==> src/hdl/mpw_pkg.sv <==
// Constants and carrier types for the match based pulse width unit.
// Assumes one 10 MHz clock and plain control ports, no register bus.
// Functional notes
// - Counter advances on prescaled clock ticks or on selected capture input edges.
// - Seven match registers give six single-edge or three double-edge outputs, or mixes.
// - Cycle period match resets the count, setting the shared repetition period.
// - Single-edge output rises at cycle start; its own match sets falling edge.
// - Single-edge output goes high each cycle unless programmed constant low.
// - Double-edge output uses period match plus rising and falling match registers.
// - Each extra double-edge output needs just two further match registers.
// - Double-edge edges may sit at any count position within the cycle.
// - Rise before fall gives positive pulse; fall before rise gives negative pulse.
// - Period and width are any whole number of counter counts.
// - Each match may flag an event and keep counting, stop or reset the counter.
// - Software releases new match values; in pulse mode they apply only at cycle boundary.
// - With pulse mode off the unit is a plain 32-bit prescaled timer/counter.
package mpw_pkg;
   localparam int MPW_W = 32;
   localparam int MPW_NMATCH = 7;
   localparam int MPW_NOUT = 6;
   localparam int MPW_NCAP = 2;
   localparam logic [31:0] MPW_ZERO = 32'h0000_0000;
   localparam logic [31:0] MPW_ONE = 32'h0000_0001;

   typedef enum logic [1:0] {
      MPW_ACT_CONTINUE,
      MPW_ACT_STOP,
      MPW_ACT_RESET,
      MPW_ACT_STOPRESET
   } mpw_act_e;

   typedef enum logic [1:0] {
      MPW_EDGE_RISE,
      MPW_EDGE_FALL,
      MPW_EDGE_BOTH
   } mpw_edge_e;

   // Per-match control: event enable and counter action
   typedef struct packed {
      logic flag_en;
      logic stop;
      logic reset;
   } mpw_mctl_s;

   typedef struct packed {
      logic count_en;
      logic pwm_en;
      logic counter_mode;
      logic cap_sel;
      mpw_edge_e cap_edge;
   } mpw_cfg_s;
endpackage

==> src/hdl/mpw_top.sv <==
// Match based pulse width unit: counter, seven matches, six outputs.
// Assumes control ports are held steady by software-side logic on clock_in.
`timescale 1ns/1ns
module mpw_top import mpw_pkg::*; (
   input wire logic clock_in,
   input wire logic resetn_in,
   input wire mpw_cfg_s cfg_in,
   input wire logic [MPW_W-1:0] prescale_limit_in,
   input wire logic [MPW_NCAP-1:0] capture_in,
   input wire logic counter_clear_in,
   input wire logic [MPW_W-1:0] match_wdata_in,
   input wire logic [MPW_NMATCH-1:0] match_we_in,
   input wire logic [MPW_NMATCH-1:0] match_release_in,
   input wire mpw_mctl_s [MPW_NMATCH-1:0] match_ctl_in,
   input wire logic [MPW_NOUT-1:0] double_edge_in,
   input wire logic [MPW_NOUT-1:0] out_en_in,
   input wire logic [MPW_NMATCH-1:0] event_clear_in,
   output logic [MPW_NOUT-1:0] pwm_out,
   output logic [MPW_W-1:0] count_out,
   output logic [MPW_NMATCH-1:0] event_out,
   output logic running_out,
   output logic [MPW_NMATCH-1:0] release_pending_out
);
   logic [MPW_W-1:0] count_q;
   logic [MPW_W-1:0] shadow_q [MPW_NMATCH];
   logic [MPW_W-1:0] active_q [MPW_NMATCH];
   logic [MPW_NMATCH-1:0] pend_q;
   logic [MPW_NMATCH-1:0] event_q;
   logic [MPW_NOUT-1:0] pwm_q;
   logic stopped_q;
   logic [MPW_NCAP-1:0] cap_d1_q;
   logic cap_tick;
   logic base_tick;
   logic advance;
   logic [MPW_NMATCH-1:0] hit;
   logic any_stop;
   logic any_reset;
   logic cycle_wrap;
   logic run;

   function automatic logic edge_hit(input logic now, input logic prev, input mpw_edge_e sel);
      unique case (sel)
         MPW_EDGE_RISE: edge_hit = now && !prev;
         MPW_EDGE_FALL: edge_hit = !now && prev;
         default: edge_hit = now != prev;
      endcase
   endfunction

   assign run = cfg_in.count_en && !stopped_q;

   // Capture inputs are synchronous; one register gives the previous level for edge finding
   always_ff @(posedge clock_in or negedge resetn_in) begin
      if (!resetn_in) cap_d1_q <= '0;
      else cap_d1_q <= capture_in;
   end

   assign cap_tick = edge_hit(capture_in[cfg_in.cap_sel], cap_d1_q[cfg_in.cap_sel],
                              cfg_in.cap_edge);
   assign base_tick = run && (cfg_in.counter_mode ? cap_tick : 1'b1);

   mpw_prescale u_prescale (
      .clock_in(clock_in),
      .resetn_in(resetn_in),
      .clear_in(counter_clear_in || !cfg_in.count_en),
      .tick_in(base_tick),
      .limit_in(prescale_limit_in),
      .advance_out(advance),
      .count_out()
   );

   // Matches are judged on the count value while an advance is due
   always_comb begin
      hit = '0;
      for (int i = 0; i < MPW_NMATCH; i++) begin
         hit[i] = advance && (count_q == active_q[i]);
      end
   end

   always_comb begin
      any_stop = 1'b0;
      any_reset = 1'b0;
      for (int i = 0; i < MPW_NMATCH; i++) begin
         any_stop = any_stop || (hit[i] && match_ctl_in[i].stop);
         any_reset = any_reset || (hit[i] && match_ctl_in[i].reset);
      end
      // In pulse mode the period match always ends the cycle
      if (cfg_in.pwm_en && hit[0]) any_reset = 1'b1;
   end

   assign cycle_wrap = advance && any_reset;

   always_ff @(posedge clock_in or negedge resetn_in) begin
      if (!resetn_in) begin
         count_q <= MPW_ZERO;
      end else if (counter_clear_in || !cfg_in.count_en) begin
         count_q <= MPW_ZERO;
      end else if (cycle_wrap) begin
         count_q <= MPW_ZERO;
      end else if (advance) begin
         count_q <= count_q + MPW_ONE;
      end
   end

   always_ff @(posedge clock_in or negedge resetn_in) begin
      if (!resetn_in) stopped_q <= 1'b0;
      else if (!cfg_in.count_en || counter_clear_in) stopped_q <= 1'b0;
      else if (any_stop) stopped_q <= 1'b1;
   end

   // Shadow writes only become active when released and the cycle wraps,
   // so a half-updated pair never yields a runt pulse. Outside pulse mode
   // the released value applies on the clock edge after the release, as in a plain timer.
   always_ff @(posedge clock_in or negedge resetn_in) begin
      if (!resetn_in) begin
         pend_q <= '0;
         for (int i = 0; i < MPW_NMATCH; i++) begin
            shadow_q[i] <= MPW_ZERO;
            active_q[i] <= MPW_ZERO;
         end
      end else begin
         for (int i = 0; i < MPW_NMATCH; i++) begin
            if (match_we_in[i]) shadow_q[i] <= match_wdata_in;
            if (pend_q[i] && (cycle_wrap || !cfg_in.pwm_en)) begin
               active_q[i] <= shadow_q[i];
               pend_q[i] <= match_release_in[i];
            end else if (match_release_in[i]) begin
               pend_q[i] <= 1'b1;
            end
         end
      end
   end

   // Hardware set wins over a clear in the same cycle
   always_ff @(posedge clock_in or negedge resetn_in) begin
      if (!resetn_in) event_q <= '0;
      else begin
         for (int i = 0; i < MPW_NMATCH; i++) begin
            if (hit[i] && match_ctl_in[i].flag_en) event_q[i] <= 1'b1;
            else if (event_clear_in[i]) event_q[i] <= 1'b0;
         end
      end
   end

   // Output n: single-edge falls at match n+1; double-edge sets at match n, clears at n+1.
   // Double-edge is meaningful on outputs 1..5; output 0 has no spare rise match.
   always_ff @(posedge clock_in or negedge resetn_in) begin
      if (!resetn_in) begin
         pwm_q <= '0;
      end else if (!cfg_in.pwm_en || !cfg_in.count_en) begin
         pwm_q <= '0;
      end else begin
         for (int n = 0; n < MPW_NOUT; n++) begin
            if (!out_en_in[n]) begin
               pwm_q[n] <= 1'b0;
            end else if (double_edge_in[n] && n > 0) begin
               // Edges may land anywhere; order of the two matches picks polarity.
               // The level carries across the wrap so a negative pulse can span it.
               if (hit[n + 1]) pwm_q[n] <= 1'b0;
               else if (hit[n]) pwm_q[n] <= 1'b1;
            end else begin
               // A fall match equal to the period wins, giving a constant low
               if (hit[n + 1]) pwm_q[n] <= 1'b0;
               else if (hit[0]) pwm_q[n] <= 1'b1;
            end
         end
      end
   end

   assign pwm_out = pwm_q;
   assign count_out = count_q;
   assign event_out = event_q;
   assign running_out = run;
   assign release_pending_out = pend_q;

   property p_period_reset;
      @(posedge clock_in) disable iff (!resetn_in)
         (cfg_in.pwm_en && hit[0] && !counter_clear_in && cfg_in.count_en) |=> count_q == MPW_ZERO;
   endproperty
   a_period_reset: assert property (p_period_reset) else $error("period match did not reset");

   property p_single_rise;
      @(posedge clock_in) disable iff (!resetn_in)
         (cfg_in.pwm_en && cfg_in.count_en && out_en_in[1] && !double_edge_in[1]
          && hit[0] && !hit[2]) |=> pwm_q[1];
   endproperty
   a_single_rise: assert property (p_single_rise) else $error("single edge did not rise");

   property p_single_fall;
      @(posedge clock_in) disable iff (!resetn_in)
         (cfg_in.pwm_en && cfg_in.count_en && hit[2]) |=> !pwm_q[1];
   endproperty
   a_single_fall: assert property (p_single_fall) else $error("output did not fall");

   property p_double_rise;
      @(posedge clock_in) disable iff (!resetn_in)
         (cfg_in.pwm_en && cfg_in.count_en && out_en_in[2] && double_edge_in[2]
          && hit[2] && !hit[3]) |=> pwm_q[2];
   endproperty
   a_double_rise: assert property (p_double_rise) else $error("double edge did not rise");

   property p_idle_low;
      @(posedge clock_in) disable iff (!resetn_in)
         !cfg_in.pwm_en |=> pwm_q == '0;
   endproperty
   a_idle_low: assert property (p_idle_low) else $error("output active while disabled");

   property p_stop;
      @(posedge clock_in) disable iff (!resetn_in)
         (any_stop && cfg_in.count_en && !counter_clear_in) |=> !run ##1 $stable(count_q);
   endproperty
   a_stop: assert property (p_stop) else $error("stop match ignored");

   property p_no_early_apply;
      @(posedge clock_in) disable iff (!resetn_in)
         (cfg_in.pwm_en && !cycle_wrap) |=> $stable(active_q[1]);
   endproperty
   a_no_early_apply: assert property (p_no_early_apply) else $error("match applied mid-cycle");

   property p_timer_count;
      @(posedge clock_in) disable iff (!resetn_in)
         (advance && !any_reset && !counter_clear_in && cfg_in.count_en)
         |=> count_q == $past(count_q) + MPW_ONE;
   endproperty
   a_timer_count: assert property (p_timer_count) else $error("counter did not advance");

   property p_event;
      @(posedge clock_in) disable iff (!resetn_in)
         (hit[1] && match_ctl_in[1].flag_en) |=> event_q[1];
   endproperty
   a_event: assert property (p_event) else $error("match event lost");

   c_wrap: cover property (@(posedge clock_in) disable iff (!resetn_in) cycle_wrap);
   c_neg_pulse: cover property (@(posedge clock_in) disable iff (!resetn_in)
      double_edge_in[2] && hit[3] ##[1:50] hit[2]);
   c_release: cover property (@(posedge clock_in) disable iff (!resetn_in)
      pend_q[1] && cycle_wrap);
   c_counter_mode: cover property (@(posedge clock_in) disable iff (!resetn_in)
      cfg_in.counter_mode && advance);
endmodule // mpw_top

==> src/hdl/mpw_prescale.sv <==
// Prescaler: divides input ticks down to counter advance pulses.
// Assumes ticks are one-cycle enables in the clock_in domain.
`timescale 1ns/1ns
module mpw_prescale import mpw_pkg::*; (
   input wire logic clock_in,
   input wire logic resetn_in,
   input wire logic clear_in,
   input wire logic tick_in,
   input wire logic [MPW_W-1:0] limit_in,
   output logic advance_out,
   output logic [MPW_W-1:0] count_out
);
   logic [MPW_W-1:0] count_q;

   always_ff @(posedge clock_in or negedge resetn_in) begin
      if (!resetn_in) begin
         count_q <= MPW_ZERO;
      end else if (clear_in) begin
         count_q <= MPW_ZERO;
      end else if (tick_in) begin
         if (count_q >= limit_in) count_q <= MPW_ZERO;
         else count_q <= count_q + MPW_ONE;
      end
   end

   assign advance_out = tick_in && !clear_in && (count_q >= limit_in);
   assign count_out = count_q;

   property p_wrap;
      @(posedge clock_in) disable iff (!resetn_in)
         advance_out |=> count_q == MPW_ZERO;
   endproperty
   a_wrap: assert property (p_wrap) else $error("prescaler did not restart");

   // Without a tick the divider must hold, or the counter rate drifts
   property p_hold;
      @(posedge clock_in) disable iff (!resetn_in)
         (!tick_in && !clear_in) |=> $stable(count_q);
   endproperty
   a_hold: assert property (p_hold) else $error("prescaler moved without a tick");
endmodule // mpw_prescale

==> config.mk <==
export PLATFORM = sky130hd
export DESIGN_NAME = mpw_top
export DESIGN_NICKNAME = d
export VERILOG_FILES = /design/src/hdl/mpw_pkg.sv /design/src/hdl/mpw_top.sv /design/src/hdl/mpw_prescale.sv
export SDC_FILE = /design/constraint.sdc
export NUM_CORES = 1
export LEC_CHECK = 0
export BUFFER_PORTS_ARGS = -buffer_cell sky130_fd_sc_hd__buf_2
export CAP_MARGIN = 15
export CELL_PAD_IN_SITES_DETAIL_PLACEMENT = 2
export CELL_PAD_IN_SITES_GLOBAL_PLACEMENT = 2
export CORE_ASPECT_RATIO = 0.9
export CORE_MARGIN = 5
export CORE_UTILIZATION = 46
export DETAILED_ROUTE_END_ITERATION = 7
export PLACE_DENSITY = 0.94
export SYNTH_ARGS = -nofsm -noshare
export SYNTH_HDL_FRONTEND = slang
export SYNTH_HIERARCHICAL = 1
export SYNTH_SLANG_ARGS = --single-unit
==> constraint.sdc <==
create_clock -name clock_in -period 6.13 [get_ports clock_in]
set_clock_uncertainty 0.2 [all_clocks]
set_input_delay 1.226 -clock clock_in [delete_from_list [all_inputs] [get_ports clock_in]]
set_output_delay 1.226 -clock clock_in [all_outputs]
set_load 0.005 [all_outputs]
==> impl_metrics.py <==
metrics = {
    "status": {
        "outcome": "finished, final reports clean",
    },
    "route": {
        "wirelength_mm": 114,
        "routedWlPerCell_um": 38.5,
        "ant_nets": 0,
        "dr_total_vias": 19100,
        "drt_pass1_iterations": 5,
        "avgViaCountPerCell": 6.44,
        "drcViolationCount": 0,
        "drtIter0Drc": 1920,
    },
    "critical_path": {
        "critical_path_class": "in -> reg",
        "cp_max_fo": 32,
        "critPathRequiredTime_ns": 6.44,
        "start_kind": "input pin",
        "worst_setup_path_end_kind": "flop",
        "arrival_ns": 6.21,
    },
    "sta": {
        "max_slew.worst_pin.slew_ns": 1.31,
        "fin_ws_ns": 0.231,
        "slew_violations": 0,
        "setup_viol": 0,
        "rsz0062_at_grt": "no",
        "fmax_mhz": 170,
        "min_period_ns": 5.90,
        "max_slew_margin": 0.127,
        "fin_worst_hold_slack_ns": 0.313,
        "fin_crit_sh": 0.962,
        "setup_tns_ns": 0,
        "finalHoldViolations": 0,
    },
    "place": {
        "placedInstanceArea_mm2": 0.0277,
        "gp_congestion": 0.841,
        "pre_cts_ws_ns": -0.0700,
        "dp.cells": 2859,
        "io_buffer_count": 180,
        "dp_hpwl_mm": 68.6,
    },
    "yosys": {
        "avgSynthCellArea_um2": 13.2,
        "syn_nets": 2156,
        "ys_ff_latch": 535,
        "synth.area.top_cells": "dfrtp_1, mux2_4, mux2_2",
        "ys_seq_area_frac": 0.508,
        "synth_common_cells": "dfrtp_1, mux2_2, mux2_4, xnor2_1, nand4_1",
        "synth_area_mm2": 0.0264,
        "syn_inst": 1991,
        "synth_cell_type_count": 68,
        "synthMostInstantiatedCell": "dfrtp_1",
        "ys.flop_type": "dfrtp_1",
        "synth_edf_count": 0,
        "synth_largest_area_cell": "dfrtp_1",
        "async_reset_ff_frac": 1.00,
        "synth_top_area_share": 0.508,
        "yosysWarnings": 6,
    },
    "clocking": {
        "clk_transition_reported_paths_ns": 0.07,
        "clk_path_buf_depth": 3,
        "cts_setup_buffers": 0,
        "cts_sinks": 535,
        "cts_resized": 0,
        "numCtsBuffers": 56,
        "cts_tree": "done",
        "postCtsHoldBufs": 0,
        "clk_latency_ns": 0.64,
        "root_buffer": "clkbuf_16",
        "htreeDepth": 2,
    },
    "hold_path": {
        "min_path_type": "reg -> reg",
    },
    "power": {
        "vdd.ir_drop.worst_v": 0.000282,
        "power_density_mw_per_mm2": 331,
        "power.leakage_nw": 13.3,
        "finalPower_mw": 9.81,
    },
    "cells_and_area": {
        "final_area_mm2": 0.0296,
        "nFillCells": 5336,
        "instances_no_fill": 2966,
        "final_util": 0.520,
        "areaGrowthSynthToFinish_pct": 12.3,
        "nets": 2317,
        "drive_gt1_frac": 0.358,
    },
    "floorplan": {
        "num_rows": 83,
        "dieHeight_um": 237,
        "core-area_mm2": 0.0569,
        "start_util": 0.463,
        "io_pins": 182,
        "die_area_mm2": 0.0622,
        "die_w_um": 262,
    },
    "flow_run": {
        "max_cap_viol_count": 0,
    },
    "global_routing": {
        "grt_antenna_before_repair": 7,
        "grt_usage": 0.359,
        "grt_pass1_vias": 22000,
        "overflow": 0,
        "grt_max_degree": 133,
        "grt_pass1_wl_mm": 166,
    },
}
==> kinds of logic after synthesis <==
group	after synthesis	share of synthesized area
AOI/OAI and AO/OA	186	0.0470
xor gates and xnor gates	224	0.0747
adders and majority gates	36	0.0171
buffers and inverters	170	0.0423
DFF	535	0.508
muxes	455	0.224
and+or+nand+nor	385	0.0868
==> routing by layer <==
layer	GRT usage	part of all wire
met5	0	0.00034
met4	0.207	0.068
met3	0.0786	0.078
met2	0.601	0.48
met1	0.430	0.37
==> where the power goes <==
group | switching [mW] | total (mW) | internal [mW] | leakage, nW
Combinational | 0.777 | 1.56 | 0.782 | 5.93
Clock | 1.62 | 3.80 | 2.18 | 0.944
Sequential | 0.473 | 4.45 | 3.98 | 6.44
Total | 2.87 | 9.81 | 6.94 | 13.3
==> area by class of cell <==
type                    count  area, um^2  area share
diodes                      6        15.0    0.000507
well taps                 765         957      0.0323
clock inverters            19         310      0.0105
flip-flops and latches    535       13400       0.452
multi-input cells        1286       11900       0.401
inverters                  56         210     0.00710
clock buffers              82        1630      0.0551
repair buffers            217        1230      0.0414
==> worst max-delay path, cell delays in order <==
cell,delay [ns]
buf_2,0.08
inv_1,0.07
ha_1,0.31
o211ai_1,0.09
o21ai_0,0.41
a22oi_1,0.20
a2111o_1,0.48
a211oi_1,0.33
buf_4,0.31
nand4_1,0.48
o41ai_4,0.75
or4_4,0.54
nand2_8,0.39
mux2_4,0.44
==> placed cells by master, fill, tap and decap left out, types with 4 or more instances in the layout <==
master,instances
a21oi_1,46
xnor2_1,167
o21ai_0,33
buf_2,179
clkbuf_16,57
diode_2,6
o211ai_1,13
nand2_1,70
mux2_2,240
clkbuf_1,14
nor3_1,19
dfrtp_1,535
clkbuf_8,11
clkinv_2,6
a41oi_1,8
mux2_4,210
a31oi_1,38
ha_1,36
o311ai_2,4
nor2_1,50
nand2_8,7
xor2_1,56
and4_1,7
mux2i_1,5
nor4_1,29
and3_1,16
bufinv_16,8
nand2b_1,20
buf_4,34
and2_1,10
nor2b_1,11
a21o_1,13
nand4_1,76
a211oi_1,7
nand3_1,42
inv_1,56
==> flip-flops by register name, indices dropped and copies added (netlist names) <==
name	flops
count_out	32
pwm_out	6
cap_d1_q	2
active_q	224
u_prescale/count_out	32
shadow_q	224
release_pending_out	7
stopped_q	1
event_out	7
==> path summary, 6_finish.rpt <==
check                                end  slack, ns  cells after the start                    start
max in group asynchronous  shadow_q[100]       3.76                      2                resetn_in
max                         active_q[52]       0.23                     14     prescale_limit_in[1]
max reg2reg                 active_q[52]       0.40                     13  u_prescale/count_out[0]
min in group asynchronous   active_q[31]       0.51                      1                resetn_in
min reg2reg                  active_q[3]       0.31                      1              shadow_q[3]
min                          active_q[3]       0.31                      1              shadow_q[3]
Power figures use the tool's default switching activity.
